===== config.mk =====
export PLATFORM = sky130hd
export DESIGN_NAME = usb_ep_ctrl
export DESIGN_NICKNAME = d
export VERILOG_FILES = /design/src/hw/usb_ep_ctrl.v
export VERILOG_INCLUDE_DIRS = /design/src /design/src/hw
export SDC_FILE = /design/constraint.sdc
export NUM_CORES = 1
export LEC_CHECK = 0
export ABC_AREA = 1
export BUFFER_PORTS_ARGS = -buffer_cell sky130_fd_sc_hd__buf_2
export CELL_PAD_IN_SITES_DETAIL_PLACEMENT = 2
export CELL_PAD_IN_SITES_GLOBAL_PLACEMENT = 2
export CORE_MARGIN = 5
export CORE_UTILIZATION = 35
export CTS_CLUSTER_SIZE = 12
export DETAILED_ROUTE_END_ITERATION = 10
export PLACE_DENSITY_LB_ADDON = 0.1
export SLEW_MARGIN = 20
export SYNTH_ARGS = -nofsm -noshare
export SYNTH_HDL_FRONTEND = slang
export SYNTH_SLANG_ARGS = --single-unit

===== constraint.sdc =====
create_clock -name clock_i -period 5.3 [get_ports clock_i]
set_clock_uncertainty 0.1 [all_clocks]
set_input_delay 0.53 -clock clock_i [delete_from_list [all_inputs] [get_ports clock_i]]
set_output_delay 0.53 -clock clock_i [all_outputs]
set_load 0.01 [all_outputs]

===== src/hw/usb_ep_ctrl_defines.vh =====
// Constants for the USB device endpoint control block.
// Included by the block's design file and the testbench; holds definitions alone.
`ifndef USB_EP_CTRL_DEFINES_VH
`define USB_EP_CTRL_DEFINES_VH
// Register byte offsets
`define OFF_RESET_CTRL 8'h00
`define OFF_EP_CTRL0 8'h08
`define OFF_EP_STATUS0 8'h0C
`define OFF_EP_KIND0 8'h10
`define OFF_EP_NAK_KIND0 8'h14
`define EP_STRIDE 8'h10
`define OFF_BUS_CTRL 8'h48
`define OFF_LINK_STATE 8'h4C
`define OFF_EVENT_FLAGS 8'h50
`define OFF_EVENT_MASK 8'h54
`define OFF_ADDR 8'h58
// Field positions
`define SOFT_RESET_BIT 1
`define EPC_ISO 4
`define EPC_STALL 3
`define EPC_PID 2
`define EPC_ARMED 1
`define EPC_EN 0
`define EPS_TOGGLE 7
`define EPS_ACK 6
`define EPS_STALL 5
`define EPS_NAK 4
`define EPS_TIMEOUT 3
`define EPS_OVERFLOW 2
`define EPS_SETUP 1
`define EPS_CRC 0
`define LNK_VBUS 2
`define EV_SUPPLY 5
`define EV_NAK 4
`define EV_SOF 3
`define EV_BUS_RESET 2
`define EV_RESUME 1
`define EV_DONE 0
// Encodings and reset values
`define KIND_SETUP 2'h0
`define KIND_IN 2'h1
`define KIND_OUT 2'h2
`define LINE_RESET 2'h0
`define LINE_LOW 2'h1
`define LINE_FULL 2'h2
`define RESET_HOLD_CYCLES 4'hA
`define HS_ACK 2'h0
`define HS_NAK 2'h1
`define HS_STALL 2'h2
`define HS_NONE 2'h3
`endif


===== src/hw/usb_ep_ctrl.v =====
// USB device endpoint control and status registers behind an APB slave.
// Assumes a transaction engine on the same clock that reports token events and
// link state; bus pins are synchronised here before use.
//
// Summary of operation
// - Writing one to soft reset resets the controller; hold ten system cycles.
// - Isochronous endpoints exchange data without any handshake unless stalled, which answers STALL.
// - Stall bit makes the endpoint answer any host data exchange with STALL.
// - Reply PID bit: zero answers DATA1, one answers DATA0.
// - Armed bit marks endpoint ready; hardware clears it when the exchange ends.
// - Endpoint enable bit; a disabled endpoint does not operate.
// - After OUT, status bit 7 holds the toggle of the last packet received.
// - Status bit 6 set on host ACK; bits 5..0 stall, NAK, timeout, overflow, setup, CRC.
// - Armed endpoint records transaction type: SETUP 00, IN 01, OUT 10.
// - Separate field records type of last transaction counted as NAK, unarmed isochronous ones included.
// - Link-state bit 2: zero means bus supply present, one absent.
// - Link field: 00 reset or detached, 01 low speed, 10 full speed.
// - Flag 5 set when bus supply appears; write one clears.
// - Flag 4 set whenever an endpoint counts a NAK, unarmed isochronous ones included; write one clears.
// - Flag 3 set on start-of-frame reception; write one clears.
// - Flag 2 set when both data lines are low; write one clears.
// - Flag 1 set when bus activity resumes; write one clears.
// - Flag 0 set on transaction completion; write one clears, zero no effect.
// - Device address is zero after reset until assigned.
`include "usb_ep_ctrl_defines.vh"
`timescale 1ns/1ns
`default_nettype none
module usb_ep_ctrl #(
   parameter NUM_EP = 4
) (
   input wire clock_i,
   input wire rst_n_i,
   // APB slave
   input wire psel_i,
   input wire penable_i,
   input wire pwrite_i,
   input wire [7:0] paddr_i,
   input wire [31:0] pwdata_i,
   output reg [31:0] prdata_o,
   output reg pready_o,
   output reg pslverr_o,
   // Transaction engine reports (same clock)
   input wire tok_valid_i,
   input wire [1:0] tok_ep_i,
   input wire [1:0] tok_kind_i,
   input wire tok_toggle_i,
   input wire tok_host_ack_i,
   input wire [3:0] tok_err_i,
   input wire sof_i,
   input wire resume_i,
   input wire [1:0] line_speed_i,
   input wire [6:0] addr_i,
   input wire addr_load_i,
   // Pins from the transceiver (asynchronous)
   input wire dp_i,
   input wire dm_i,
   input wire vbus_absent_i,
   // Handshake decision for the engine, soft reset, pull-up control and interrupt
   output reg [1:0] reply_hs_o,
   output reg reply_data0_o,
   output reg ctrl_reset_o,
   output reg pullup_control_o,
   output reg irq_o
);
   // ----------------------------------------------------------------
   // Pin synchronisers
   // ----------------------------------------------------------------
   reg [2:0] pin_s1_q;
   reg [2:0] pin_s2_q;
   always @(posedge clock_i) begin
      if (!rst_n_i) begin
         // Idle J state, supply absent: no false SE0 or supply edge after reset
         pin_s1_q <= 3'h5;
         pin_s2_q <= 3'h5;
      end else begin
         pin_s1_q <= {vbus_absent_i, dm_i, dp_i};
         pin_s2_q <= pin_s1_q;
      end
   end
   wire vbus_absent_s = pin_s2_q[2];
   wire se0_s = ~pin_s2_q[0] & ~pin_s2_q[1];

   // ----------------------------------------------------------------
   // Soft reset: held for ten cycles after the write
   // ----------------------------------------------------------------
   reg [3:0] rst_cnt_q;
   wire wr_en = psel_i & penable_i & pwrite_i & ~pready_o;
   wire rd_en = psel_i & penable_i & ~pwrite_i & ~pready_o;
   wire soft_wr = wr_en & (paddr_i == `OFF_RESET_CTRL) & pwdata_i[`SOFT_RESET_BIT];
   always @(posedge clock_i) begin
      if (!rst_n_i) begin
         rst_cnt_q <= 4'h0;
         ctrl_reset_o <= 1'b0;
      end else begin
         if (soft_wr)
            rst_cnt_q <= `RESET_HOLD_CYCLES;
         else if (rst_cnt_q != 4'h0)
            rst_cnt_q <= rst_cnt_q - 4'h1;
         ctrl_reset_o <= soft_wr | (rst_cnt_q > 4'h1);
      end
   end
   // Internal state is cleared while the soft reset runs
   wire clr = ~rst_n_i | soft_wr | (rst_cnt_q != 4'h0);

   // ----------------------------------------------------------------
   // Endpoint registers
   // ----------------------------------------------------------------
   reg [4:0] ep_ctrl_q [0:NUM_EP-1];
   reg [7:0] ep_stat_q [0:NUM_EP-1];
   reg [1:0] ep_kind_q [0:NUM_EP-1];
   reg [1:0] ep_nak_kind_q [0:NUM_EP-1];
   wire [NUM_EP-1:0] ep_nak_now;
   wire [NUM_EP-1:0] ep_done_now;
   genvar g;
   generate
      for (g = 0; g < NUM_EP; g = g + 1) begin : g_ep
         wire [7:0] base = `OFF_EP_CTRL0 + g[7:0] * `EP_STRIDE;
         wire hit = tok_valid_i & (tok_ep_i == g[1:0]);
         wire en = ep_ctrl_q[g][`EPC_EN];
         wire armed = ep_ctrl_q[g][`EPC_ARMED];
         // Unarmed but enabled, non-stalled endpoint counts as NAK, isochronous ones included
         assign ep_nak_now[g] = hit & en & ~armed & ~ep_ctrl_q[g][`EPC_STALL];
         assign ep_done_now[g] = hit & en & armed & ~ep_ctrl_q[g][`EPC_STALL];
         always @(posedge clock_i) begin
            if (clr) begin
               ep_ctrl_q[g] <= 5'h00;
               ep_stat_q[g] <= 8'h00;
               ep_kind_q[g] <= `KIND_SETUP;
               ep_nak_kind_q[g] <= `KIND_SETUP;
            end else begin
               if (wr_en & (paddr_i == base))
                  ep_ctrl_q[g] <= pwdata_i[4:0];
               if (hit & en) begin
                  if (ep_done_now[g]) begin
                     ep_ctrl_q[g][`EPC_ARMED] <= 1'b0;
                     ep_kind_q[g] <= tok_kind_i;
                  end
                  if (ep_nak_now[g])
                     ep_nak_kind_q[g] <= tok_kind_i;
                  if (tok_kind_i == `KIND_OUT)
                     ep_stat_q[g][`EPS_TOGGLE] <= tok_toggle_i;
                  ep_stat_q[g][`EPS_ACK] <= tok_host_ack_i & ~ep_ctrl_q[g][`EPC_ISO];
                  ep_stat_q[g][`EPS_STALL] <= ep_ctrl_q[g][`EPC_STALL];
                  ep_stat_q[g][`EPS_NAK] <= ep_nak_now[g];
                  ep_stat_q[g][`EPS_TIMEOUT] <= tok_err_i[3];
                  ep_stat_q[g][`EPS_OVERFLOW] <= tok_err_i[2];
                  ep_stat_q[g][`EPS_SETUP] <= (tok_kind_i == `KIND_SETUP);
                  ep_stat_q[g][`EPS_CRC] <= tok_err_i[0];
               end
            end
         end
      end
   endgenerate

   // ----------------------------------------------------------------
   // Handshake decision for the addressed endpoint
   // ----------------------------------------------------------------
   always @(posedge clock_i) begin
      if (clr) begin
         reply_hs_o <= `HS_NONE;
         reply_data0_o <= 1'b0;
      end else if (tok_valid_i) begin
         reply_data0_o <= ep_ctrl_q[tok_ep_i][`EPC_PID];
         if (!ep_ctrl_q[tok_ep_i][`EPC_EN])
            reply_hs_o <= `HS_NONE;
         else if (ep_ctrl_q[tok_ep_i][`EPC_STALL])
            reply_hs_o <= `HS_STALL;
         else if (ep_ctrl_q[tok_ep_i][`EPC_ISO])
            reply_hs_o <= `HS_NONE;
         else if (!ep_ctrl_q[tok_ep_i][`EPC_ARMED])
            reply_hs_o <= `HS_NAK;
         else
            reply_hs_o <= `HS_ACK;
      end
   end

   // ----------------------------------------------------------------
   // Bus control, link state, address, events
   // ----------------------------------------------------------------
   reg [6:0] bus_ctrl_q;
   reg [6:0] addr_q;
   reg [5:0] flags_q;
   reg [5:0] mask_q;
   reg vbus_absent_q;
   reg se0_q;
   wire [5:0] ev_set;
   assign ev_set[`EV_SUPPLY] = vbus_absent_q & ~vbus_absent_s;
   assign ev_set[`EV_NAK] = |ep_nak_now;
   assign ev_set[`EV_SOF] = sof_i;
   assign ev_set[`EV_BUS_RESET] = se0_s & ~se0_q;
   assign ev_set[`EV_RESUME] = resume_i;
   assign ev_set[`EV_DONE] = |ep_done_now;
   wire flag_wr = wr_en & (paddr_i == `OFF_EVENT_FLAGS);
   always @(posedge clock_i) begin
      if (clr) begin
         bus_ctrl_q <= 7'h00;
         addr_q <= 7'h00;
         flags_q <= 6'h00;
         mask_q <= 6'h00;
         vbus_absent_q <= 1'b1;
         se0_q <= 1'b0;
         irq_o <= 1'b0;
         pullup_control_o <= 1'b0;
      end else begin
         vbus_absent_q <= vbus_absent_s;
         se0_q <= se0_s;
         if (wr_en & (paddr_i == `OFF_BUS_CTRL))
            bus_ctrl_q <= pwdata_i[6:0];
         if (wr_en & (paddr_i == `OFF_EVENT_MASK))
            mask_q <= pwdata_i[5:0];
         if (addr_load_i)
            addr_q <= addr_i;
         // Set wins over a simultaneous write-one clear
         flags_q <= (flags_q & ~({6{flag_wr}} & pwdata_i[5:0])) | ev_set;
         irq_o <= |(flags_q & mask_q);
         pullup_control_o <= bus_ctrl_q[6];
      end
   end

   // ----------------------------------------------------------------
   // APB read and answer: one wait state, ready in the access phase
   // ----------------------------------------------------------------
   reg [31:0] rd_d;
   reg hit_d;
   integer i;
   always @* begin
      rd_d = 32'h0000_0000;
      hit_d = 1'b0;
      case (paddr_i)
         `OFF_RESET_CTRL: begin
            hit_d = 1'b1;
            rd_d[`SOFT_RESET_BIT] = (rst_cnt_q != 4'h0);
         end
         `OFF_BUS_CTRL: begin
            hit_d = 1'b1;
            rd_d[6:0] = bus_ctrl_q;
         end
         `OFF_LINK_STATE: begin
            hit_d = 1'b1;
            rd_d[`LNK_VBUS] = vbus_absent_s;
            rd_d[1:0] = se0_s ? `LINE_RESET : line_speed_i;
         end
         `OFF_EVENT_FLAGS: begin
            hit_d = 1'b1;
            rd_d[5:0] = flags_q;
         end
         `OFF_EVENT_MASK: begin
            hit_d = 1'b1;
            rd_d[5:0] = mask_q;
         end
         `OFF_ADDR: begin
            hit_d = 1'b1;
            rd_d[6:0] = addr_q;
         end
         default: begin
            for (i = 0; i < NUM_EP; i = i + 1) begin
               if (paddr_i == `OFF_EP_CTRL0 + i[7:0] * `EP_STRIDE) begin
                  hit_d = 1'b1;
                  rd_d[4:0] = ep_ctrl_q[i];
               end
               if (paddr_i == `OFF_EP_STATUS0 + i[7:0] * `EP_STRIDE) begin
                  hit_d = 1'b1;
                  rd_d[7:0] = ep_stat_q[i];
               end
               if (paddr_i == `OFF_EP_KIND0 + i[7:0] * `EP_STRIDE) begin
                  hit_d = 1'b1;
                  rd_d[1:0] = ep_kind_q[i];
               end
               if (paddr_i == `OFF_EP_NAK_KIND0 + i[7:0] * `EP_STRIDE) begin
                  hit_d = 1'b1;
                  rd_d[1:0] = ep_nak_kind_q[i];
               end
            end
         end
      endcase
   end
   always @(posedge clock_i) begin
      if (!rst_n_i) begin
         pready_o <= 1'b0;
         pslverr_o <= 1'b0;
         prdata_o <= 32'h0000_0000;
      end else begin
         pready_o <= psel_i & penable_i & ~pready_o;
         pslverr_o <= psel_i & penable_i & ~pready_o & ~hit_d;
         prdata_o <= (rd_en & hit_d) ? rd_d : 32'h0000_0000;
      end
   end
endmodule // usb_ep_ctrl
`default_nettype wire


# Yosys cells after proc, flatten, opt, wreduce, memory -nomap -nowiden
# Memories as Yosys holds them, arrays and structs flattened.
# Index checks and enable logic that the tools add are counted.
[op_classes]
n_addsub = 1
mul = 0
n_div = 0
magnitude_cmp = 1
n_eq_ne = 25
shifts = 0
muxes = 165
bitwise = 125
n_reduce_logical = 14
[op_table]
columns = ["operator", "count"]
rows = [
  ["1-bit two-way mux", 125],
  ["8-bit by 6-bit equality test with 1-bit output, second input constant", 8],
  ["8-bit by 7-bit equality test with 1-bit output, second input constant", 7],
  ["1-bit OR", 51],
  ["1-bit bitwise AND", 48],
  ["2-bit two-way mux", 20],
  ["5-bit two-way mux", 8],
  ["8-bit two-way mux", 5],
  ["8-bit by 5-bit equality test with 1-bit output, second input constant", 4],
  ["1-bit NOT", 21],
  ["6-bit bitwise AND", 3],
  ["1-bit one-hot mux with 6 select lines", 3],
  ["8-bit by 4-bit equality test with 1-bit output, second input constant", 2],
  ["3-bit one-hot mux with 5 select lines", 1],
  ["4-bit OR reduction", 3],
  ["6-bit OR reduction", 2],
  ["8-bit zero test", 1],
  ["4-bit two-way mux", 2],
  ["8-bit OR reduction", 1],
  ["2-bit equality test, second input constant", 3],
  ["6-bit NOT", 1],
  ["6-bit OR", 1],
  ["4-bit by 1-bit greater-than comparator with 1-bit output, second input constant", 1],
  ["2-bit zero test", 2],
  ["7 further kinds", 8],
]
[totals]
regBits = 78
latch_bits = 0
mem_bits_rw = 68
mem_bits_ro = 0
out_inout_bits = 40
mem_count = 4
[memory_table]
columns = ["name", "depth", "word_bits", "read_ports", "rd_clocked_by_memory_dff", "wr", "line_no", "source"]
rows = [
  ["ep_stat_q", 4, 8, 4, 0, 4, "usb_ep_ctrl.v:109", "reg [7:0] ep_stat_q [0:NUM_EP-1];"],
  ["ep_ctrl_q", 4, 5, 5, 0, 4, "usb_ep_ctrl.v:108", "reg [4:0] ep_ctrl_q [0:NUM_EP-1];"],
  ["ep_kind_q", 4, 2, 4, 0, 4, "usb_ep_ctrl.v:110", "reg [1:0] ep_kind_q [0:NUM_EP-1];"],
  ["ep_nak_kind_q", 4, 2, 4, 0, 4, "usb_ep_ctrl.v:111", "reg [1:0] ep_nak_kind_q [0:NUM_EP-1];"],
]

# Logic depth before layout (Yosys ltp)
# Gate-level depths: netlist of the first run.
[logic_depth]
depth_word = 21
mapped_depth = 16
depth_no_buf = 16

# Worst setup path after synthesis of the first run
# OpenSTA, ideal clock, no wires.
[synth_path]
path_type = "input to register"
start = "input port paddr_i[0]"
end = "memory ep_stat_q[0][0] (enable)"
t_arrival_ps = 1870
required_time_ps = 4877
slack_ps = 3006
cell_stages = 11
path_buffers = 2
path_cell_list = "inv_1 > nand2_4 > nor2_1 > inv_1 > nor2_1 > a31oi_1 > inv_2 > nor2_4 > buf_4 > buf_2 > nand2_1"
[synth_lines]
columns = ["element", "line_no", "source"]
rows = [
  ["start: declaration", "usb_ep_ctrl.v:37", "input wire [7:0] paddr_i,"],
  ["end: declaration", "usb_ep_ctrl.v:109", ""],
]

==> results.sh, run 1 <==
export IMPL_synth_top_cell_area_share_pct=34.4
export IMPL_tns_ns=0
export IMPL_post_cts_resized=0
export IMPL_cts_setup_buffers=0
export IMPL_p_per_area_mw_per_mm2=449
export IMPL_synthMuxAreaShare_pct=0
export IMPL_synth_seq_cells=122
export IMPL_max_slew_margin_pct=30.4
export IMPL_synth_xor_area_share_pct=0
export IMPL_synth_top_family_by_area="simple AND/OR/NAND/NOR gates"
export IMPL_ios=111
export IMPL_tightest_slew_ns=1.04
export IMPL_dieArea_mm2=0.0196
export IMPL_synth_edf_count=68
export IMPL_core_area_mm2=0.0166
export IMPL_synth_compound_area_share_pct=9.60
export IMPL_switching_share_pct=30.7
export IMPL_hold_buffers=0
export IMPL_totalPowerFinal_mw=3.14
export IMPL_endpoint="ep_stat_q[1][0]"
export IMPL_async_flop_share_pct=0
export IMPL_p_clk_share_pct=38.3
export IMPL_grt_pass1_wl_um=31700
export IMPL_drt_total_wl_um=20400
export IMPL_rrSetupSlack_ns=1.95
export IMPL_rsz0062_at_grt="false"
export IMPL_diodes=0
export IMPL_drv_cap=0
export IMPL_setup_violations=0
export IMPL_first_pass_iters=4
export IMPL_ys_types=42
export IMPL_dpl_cell_count=989
export IMPL_cts_sinks=122
export IMPL_die_h_um=140
export IMPL_area_growth_pct=17.8
export IMPL_syn_area_mm2=0.00593
export IMPL_drive_gt1_share_pct=16.2
export IMPL_r2r_start="rst_cnt_q[1]"
export IMPL_synthAdderAreaFrac_pct=0
export IMPL_hold_class="in2reg"
export IMPL_crit_path_start="paddr_i[6]"
export IMPL_synth_top_flop_cell="edfxtp_1"
export IMPL_overflow=0
export IMPL_combPwrFrac_pct=14.2
export IMPL_reg2reg_depth=9
export IMPL_fp_dieW_um=140
export IMPL_post_drt_wl_per_cell_um=20.0
export IMPL_cp_required_ns=5.35
export IMPL_yosys_area_share_simple_pct=26.6
export IMPL_insertion_delay_ns=0.42
export IMPL_clock_path_buffers=2
export IMPL_post_route_period_util_pct=64.6
export IMPL_grt_use_total_pct=21.1
export IMPL_ir_drop_uv=233
export IMPL_critPathKind="in2reg"
export IMPL_finalHoldViolations=0
export IMPL_clock_root_buffer="clkbuf_16"
export IMPL_grt_pass1_vias=5701
export IMPL_vias=5188
export IMPL_grt_start_max_net_pins=41
export IMPL_ys_seq_area_share_pct=52.7
export IMPL_crit_fanout=40
export IMPL_final_cell_mix="156 x nand2_1, 116 x nor2_1, 99 x inv_1"
export IMPL_finalCriticalPeriod_ns=3.42
export IMPL_fin_cells=1021
export IMPL_synth_area_leader_cell="edfxtp_1"
export IMPL_syn_inst=718
export IMPL_finalMaxSlewViolations=0
export IMPL_final_nets=859
export IMPL_syn_avg_cell_area_um2=8.26
export IMPL_portBuffers=60
export IMPL_drcViolationCount=0
export IMPL_finalWeightedCongestion=0.828
export IMPL_yosys_warnings=0
export IMPL_p_int_mw=2.17
export IMPL_initial_core_util_pct=35.8
export IMPL_p_switching_uw=964
export IMPL_slowest_stage="nor2_4"
export IMPL_timing_hold_ws_ns=0.189
export IMPL_cp_end_kind="flop"
export IMPL_seq_power_share_pct=47.5
export IMPL_antenna_found_initial=0
export IMPL_ant_nets=0
export IMPL_num_rows=47
export IMPL_p_leak_nw=2.91
export IMPL_crit_chain="buf_2 -> inv_1 -> nand2_2 -> nor2_2 -> inv_1 -> nor2_1 -> buf_4 -> a31oi_1 -> inv_2 -> nor2_4 -> inv_2 -> or2_2"
export IMPL_htreeDepth=4
export IMPL_start_kind="input pin"
export IMPL_critPathMaxStageDelay_ns=0.79
export IMPL_layout_commonest_cell="nand2_1"
export IMPL_fmax_mhz=292
export IMPL_status="finished, final reports clean"
export IMPL_dp_hpwl_um=15700
export IMPL_crit_arrival_ns=3.47
export IMPL_viasPerCell=5.08
export IMPL_drt_iter0_drc=266
export IMPL_utilization_pct=42.1
export IMPL_numCtsBuffers=17
export IMPL_clkTransAtPathRegs_ns=0.06
export IMPL_cts_tree="built"
export IMPL_synth_area_top_cells="edfxtp_1 34%, dfxtp_1 18%, nand2_1 9.9%"
export IMPL_reg2reg_to="ep_stat_q[1][0]"
Yosys cell counts, types with 2 or more instances:
cell	n
nand4_1	14
o221ai_1	2
a31oi_1	3
nor2_1	116
or2_2	5
edfxtp_1	68
inv_4	2
inv_2	9
a22oi_1	5
inv_1	99
nor3_1	16
o22ai_1	2
a21oi_1	40
nand2_1	156
o2111ai_1	2
o21ai_1	2
nor2_8	2
buf_4	26
a221oi_1	6
nor3_2	3
nor2_4	7
nor2_2	5
a211oi_1	5
a32o_1	2
o211ai_1	3
clkinv_1	3
buf_2	6
o21ai_0	16
dfxtp_1	54
nand2_2	2
nand3_1	26
logic make-up (layout without fill, tap and decap cells):
| family | after synthesis | in the layout |
|---|---|---|
| other | 1 | 24 |
| buffers and inverters | 146 | 206 |
| and+or+nand+nor | 356 | 356 |
| AOI/OAI and AO/OA | 93 | 93 |
| DFF | 122 | 122 |
critical path, delay by kind of cell:
kind                   cells  cell delay [ns]
AO/OA/AOI/OAI              1             0.19
AND/OR/NAND/NOR            5             1.66
buffers and inverters      6             1.06
sequential cells by signal, summed over array words and instances, names as in the netlist, 2 cells and up:
name and flops:
reply_hs_o 2, flags_q 6, ep_ctrl_q 20, bus_ctrl_q 7, ep_nak_kind_q 8, pin_s2_q 3, rst_cnt_q 4, ep_stat_q 32
prdata_o 8, ep_kind_q 8, mask_q 6, pin_s1_q 3, addr_q 7
layer usage:
metal	share of wire, %	vias to the layer above	global-route usage (%)
met5	0	-	0
met4	2.2	0	6.88
met3	3.7	30	3.41
met1	46	2593	27.6
li1	-	2437	-
met2	48	128	35.6
worst min path at each step:
stage | start | endpoint | depth (start not counted)
floorplan | pin_s1_q[1] | pin_s2_q[1] | 2
global placement | pin_s1_q[2] | pin_s2_q[2] | 1
detailed placement | pin_s1_q[2] | pin_s2_q[2] | 1
CTS | dp_i | pin_s1_q[0] | 2
global route | dp_i | pin_s1_q[0] | 2
finish | dp_i | pin_s1_q[0] | 2
per-stage QoR:
| stage | area [um^2] | setup slack [ns] |
|---|---|---|
| global route | 6980 | 1.64 |
| CTS | 6980 | 1.85 |
| global placement | 6370 | 1.57 |
| floorplan | 6020 | 3.01 |
| detailed placement | 6370 | 1.51 |
| finish | 6980 | 1.88 |
power by group through the flow:
stage          sequential, mW  combinational [mW]  clock (mW)
2_1_floorplan            1.42               0.308           0
3_3_place_gp             1.48               0.417           0
3_5_place_dp             1.50               0.440           0
4_1_cts                  1.49               0.451        1.21
5_1_grt                  1.52               0.497        1.26
6_report                 1.49               0.446        1.20
area by class of cell:
cell class	instances	area (um^2)
clock buffer	20	478
clock inverter	12	135
fill	1890	9600
inverter	113	429
multi-input combinational	473	2240
sequential	122	3120
tap	220	275
timing repair buffer	61	308
(Power assumes the default switching activity.)
==> run 2: changes to the inputs <==
CORE_UTILIZATION = 33   (was 35)
clock period = 3.4 ns   (was 5.3 ns; I/O delays follow)
==> run 2 against run 1 <==
  * Worst hold slack worse by 0.18 ns
  * Via count up 0.58%
  * Critical endpoint is now ep_stat_q[0][6]
  * Die area up 5.6%
==> results.sh, run 2 (same netlist as run 1, synthesis figures left out) <==
export IMPL_htreeDepth=4
export IMPL_seq_area_mm2=0.00312
export IMPL_combPwrFrac_pct=15.0
export IMPL_overflow=0
export IMPL_ios=111
export IMPL_drt_met1_wl_um=9190
export IMPL_tightest_slew_ns=0.741
export IMPL_timing_hold_ws_ns=0.00960
export IMPL_grt_use_total_pct=20.9
export IMPL_rrSetupSlack_ns=0.79
export IMPL_crit_arrival_ns=2.75
export IMPL_multi_input_area_mm2=0.00224
export IMPL_final_nets=867
export IMPL_p_leak_nw=2.91
export IMPL_antenna_found_initial=0
export IMPL_core_area_mm2=0.0178
export IMPL_status="finished, final reports clean"
export IMPL_crit_path_start="rst_cnt_q[1]"
export IMPL_clock_path_buffers=2
export IMPL_slowest_stage="nor2_4"
export IMPL_finalCriticalPeriod_ns=2.61
export IMPL_drcViolationCount=0
export IMPL_fmax_mhz=383
export IMPL_cts_sinks=122
export IMPL_rsz0062_at_grt="false"
export IMPL_ir_drop_uv=407
export IMPL_post_route_period_util_pct=76.7
export IMPL_fp_dieW_um=144
export IMPL_endpoint="ep_stat_q[0][6]"
export IMPL_grt_pass1_wl_um=32200
export IMPL_grt_pass1_vias=5725
export IMPL_crit_fanout=23
export IMPL_numCtsBuffers=17
export IMPL_area_growth_pct=18.0
export IMPL_wl_met3_um=1040
export IMPL_topRoutingLayerUsed="met4"
export IMPL_start_kind="flop"
export IMPL_finalMaxSlewViolations=0
export IMPL_top_regs="ep_stat_q x32, ep_ctrl_q x20"
export IMPL_max_slew_margin_pct=50.3
export IMPL_drv_cap=0
export IMPL_initial_core_util_pct=33.2
export IMPL_largest_reg_flops=32
export IMPL_cts_tree="built"
export IMPL_post_drt_wl_per_cell_um=20.1
export IMPL_setup_violations=0
export IMPL_cp_required_ns=3.55
export IMPL_portBuffers=60
export IMPL_reg2reg_to="ep_stat_q[0][6]"
export IMPL_drt_total_wl_um=20900
export IMPL_reg2reg_depth=10
export IMPL_num_rows=49
export IMPL_p_clk_share_pct=35.9
export IMPL_grt_start_max_net_pins=30
export IMPL_clkTransAtPathRegs_ns=0.06
export IMPL_nFillCells=2049
export IMPL_ant_nets=0
export IMPL_final_cell_mix="156 x nand2_1, 116 x nor2_1, 99 x inv_1"
export IMPL_diodes=0
export IMPL_insertion_delay_ns=0.42
export IMPL_drt_iter0_drc=271
export IMPL_p_switching_mw=1.54
export IMPL_first_pass_iters=5
export IMPL_critPathMaxStageDelay_ns=0.44
export IMPL_dp_hpwl_um=16200
export IMPL_whs_path_depth=3
export IMPL_viasPerCell=5.03
export IMPL_preCtsSetupSlack_ns=0.640
export IMPL_vias=5218
export IMPL_top_register="ep_stat_q"
export IMPL_finalHoldViolations=0
export IMPL_layout_commonest_cell="nand2_1"
export IMPL_worst_slack_ns=0.792
export IMPL_p_per_area_mw_per_mm2=677
export IMPL_tns_ns=0
export IMPL_seq_power_share_pct=49.1
export IMPL_dieArea_mm2=0.0208
export IMPL_p_int_mw=3.20
export IMPL_critPathKind="reg2reg"
export IMPL_clock_root_buffer="clkbuf_16"
export IMPL_r2r_start="rst_cnt_q[1]"
export IMPL_wl_met2_um=10300
export IMPL_drive_gt1_share_pct=16.8
export IMPL_finalWeightedCongestion=0.821
export IMPL_cp_end_kind="flop"
export IMPL_hold_class="in2reg"
export IMPL_crit_chain="nor2_1 -> inv_1 -> nor2_1 -> inv_1 -> nor2_1 -> inv_1 -> nor2_4 -> buf_4 -> nand2_1 -> nor3_1"
export IMPL_switching_share_pct=32.5
export IMPL_die_h_um=144
==> run 2: worst min path at each step <==
| stage | startpoint | endpoint | slack [ns] |
|---|---|---|---|
| floorplan | pin_s1_q[1] | pin_s2_q[1] | 0.29 |
| global placement | pin_s1_q[0] | pin_s2_q[0] | 0.30 |
| detailed placement | pin_s1_q[2] | pin_s2_q[2] | 0.30 |
| CTS | dm_i | pin_s1_q[1] | 0.005 |
| global route | dm_i | pin_s1_q[1] | 0.006 |
| finish | dm_i | pin_s1_q[1] | 0.01 |
==> run 2: worst max-delay path: cells and delay by family, from the launching register on <==
| kind | cells | cell delay (ns) |
|---|---|---|
| AND/OR/NAND/NOR | 6 | 1.37 |
| flip-flops | 1 | 0.33 |
| buffers and inverters | 4 | 0.63 |
==> run 2: per-layer routing <==
metal  GRT usage, %  vias to the layer above
li1               -                     2452
met1           27.2                     2619
met2           35.4                      126
met3           4.07                       21
met4           5.80                        0
met5              0                        -
==> run 2: cell type report <==
type                    count  share of cell area, %
clock inverters            14                   1.57
clock buffers              18                   6.28
well taps                 229                   4.10
inverters                 113                   6.13
flip-flops and latches    122                   44.6
repair buffers             69                   5.33
multi-input cells         473                   32.0
==> run 2: power groups by stage <==
stage / combinational, mW / clock, mW / sequential (mW)
global route: 0.791 / 1.80 / 2.37
global placement: 0.666 / 0 / 2.32
floorplan: 0.480 / 0 / 2.22
finish: 0.711 / 1.70 / 2.33
CTS: 0.718 / 1.73 / 2.33
detailed placement: 0.708 / 0 / 2.35
==> run 2: metrics by stage <==
stage / cells / cell area [um^2] / power [mW] / utilization [%]
detailed placement: 1004 / 6430 / 3.06 / 36.0
global placement: 1004 / 6430 / 2.99 / 36.0
floorplan: 741 / 6020 / 2.70 / -
finish: 1038 / 7000 / 4.74 / 39.2
global route: 1038 / 7000 / 4.96 / 39.2
CTS: 1038 / 7000 / 4.77 / 39.2
==> run 2: what timing repair did <==
action,4_1_cts,5_1_grt
gates resized for setup,0,0
setup endpoints to repair,0,0
hold endpoints to repair,2,0
hold buffers,2,0
setup buffers,0,0
==> run 3: changes to the inputs <==
CORE_UTILIZATION = 29   (was 33)
clock period = 2.1 ns   (was 3.4 ns; I/O delays follow)
==> run 3 against run 2 <==
  * Power is 73% higher
  * Via count is 4.7% higher
  * Count of clock-buffer cells in the layout stayed put
  * Sequential share of layout area is 4.9 points lower
  * Critical path type unchanged
  * Largest power group unchanged
==> results.sh, run 3 (same netlist as run 1, synthesis figures left out) <==
export IMPL_cts_tree="built"
export IMPL_p_leak_nw=3.36
export IMPL_clock_root_buffer="clkbuf_16"
export IMPL_rsz0062_at_grt="true"
export IMPL_reg2reg_depth=10
export IMPL_crit_buf_inv=4
export IMPL_ant_nets=0
export IMPL_die_h_um=153
export IMPL_finalCriticalPeriod_ns=1.99
export IMPL_top_register="ep_stat_q"
export IMPL_top_regs="ep_stat_q x32, ep_ctrl_q x20"
export IMPL_critPathKind="reg2reg"
export IMPL_utilization_pct=39.0
export IMPL_ir_drop_uv=620
export IMPL_post_route_period_util_pct=94.9
export IMPL_crit_arrival_ns=2.14
export IMPL_antenna_found_initial=0
export IMPL_drcViolationCount=0
export IMPL_viasPerCell=4.69
export IMPL_area_growth_pct=32.5
export IMPL_critPathMaxStageDelay_ns=0.33
export IMPL_diodes=0
export IMPL_hold_class="in2reg"
export IMPL_layout_commonest_cell="nand2_1"
export IMPL_drt_total_wl_um=22300
export IMPL_largest_reg_flops=32
export IMPL_setup_violations=0
export IMPL_tns_ns=0
export IMPL_ios=111
export IMPL_finalWeightedCongestion=0.834
export IMPL_grt_pass1_vias=6079
export IMPL_finalMaxSlewViolations=0
export IMPL_path_common_cell="inv_1"
export IMPL_grt_use_total_pct=19.2
export IMPL_initial_core_util_pct=29.4
export IMPL_start_kind="flop"
export IMPL_crit_family="simple AND/OR/NAND/NOR gates"
export IMPL_first_pass_iters=4
export IMPL_fp_dieW_um=153
export IMPL_p_per_area_mw_per_mm2=1040
export IMPL_overflow=0
export IMPL_crit_fanout=7
export IMPL_status="finished, final reports clean"
export IMPL_drt_iter0_drc=280
export IMPL_clock_path_buffers=2
export IMPL_cp_required_ns=2.25
export IMPL_finalHoldViolations=0
export IMPL_portBuffers=60
export IMPL_crit_cells=10
export IMPL_post_drt_wl_per_cell_um=19.2
export IMPL_numCtsBuffers=17
export IMPL_whs_path_depth=3
export IMPL_grt_start_max_net_pins=17
export IMPL_fmax_mhz=502
export IMPL_final_cell_mix="155 x nand2_1, 110 x nor2_1, 99 x inv_1"
export IMPL_cts_sinks=122
export IMPL_drv_cap=0
export IMPL_dieArea_mm2=0.0234
export IMPL_drive_gt1_share_pct=23.9
export IMPL_cp_end_kind="flop"
export IMPL_crit_chain="nor2_1 -> inv_1 -> nor2_2 -> inv_1 -> nor2_4 -> inv_1 -> nor2_4 -> buf_4 -> nand2_1 -> nor3_1"
export IMPL_dp_hpwl_um=18000
export IMPL_final_nets=953
export IMPL_num_rows=52
export IMPL_grt_pass1_wl_um=34800
export IMPL_slowest_stage="dfxtp_1"
export IMPL_core_area_mm2=0.0202
export IMPL_insertion_delay_ns=0.42
export IMPL_htreeDepth=4
export IMPL_clkTransAtPathRegs_ns=0.07
export IMPL_totalPowerFinal_mw=8.18
export IMPL_vias=5465
[run 3: changes by cell type in the layout (fill, tap and decap cells not counted), moves of 2 or more]
cell,delta
clkinv_2,+2
inv_4,-2
clkinv_4,-2
nor2_2,+5
buf_12,+4
buf_4,+64
nor2_1,-6
dlygate4sd3_1,+17
[run 3: final cells by class]
class | count | area [um^2]
well taps | 270 | 338
clock inverters | 14 | 131
inverters | 113 | 429
multi-input cells | 473 | 2270
flip-flops and latches | 122 | 3120
repair buffers | 155 | 1110
fillers | 2334 | 12300
clock buffers | 18 | 450
[run 3: final timing paths]
| check | slack (ns) | endpoint | startpoint |
|---|---|---|---|
| hold / removal | 0.02 | addr_q[3] | addr_load_i |
| setup / recovery | 0.11 | ep_ctrl_q[3][1] | rst_cnt_q[1] |
| hold reg to reg | 0.32 | pin_s2_q[2] | pin_s1_q[2] |
| setup reg to reg | 0.11 | ep_ctrl_q[3][1] | rst_cnt_q[1] |
[run 3: what timing repair did]
item / 4_1_cts / 5_1_grt
pin swaps: 2 / 1
hold buffers: 19 / 0
buffers inserted: 1 / 1
setup endpoints to repair: 19 / 115
resized for setup: 2 / 10
hold endpoints to repair: 22 / 0
[run 3: routing by layer]
layer	up-vias	global-route usage, %	share of wire, %
met1	2722	24.7	45
met2	90	34.3	51
met3	14	3.03	3.1
li1	2639	-	-
met4	0	4.29	0.92
met5	-	0	0
[run 3: worst min-delay path, delay by kind of cell]
kind / cells / cell delay (ns)
compound gates: 1 / 0.06
buf+inv: 1 / 0.15
simple gates: 1 / 0.07
[run 3: power by group]
| group | switching (mW) | internal, mW |
|---|---|---|
| clock | 1.20 | 1.72 |
| sequential | 0.437 | 3.34 |
| combinational | 0.960 | 0.519 |
[run 3: through the flow]
step | std cells | hold WS [ns] | instance area (um^2) | setup WS [ns]
after floorplan | 741 | 0.203 | 6020 | 0.126
after global placement | 1112 | 0.295 | 7030 | -0.0166
after detailed placement | 1112 | 0.302 | 7030 | -0.126
after CTS | 1164 | 0.00261 | 7820 | 0.0000973
after global routing | 1165 | 0.0327 | 7860 | -0.0332
final | 1165 | 0.0159 | 7860 | 0.108
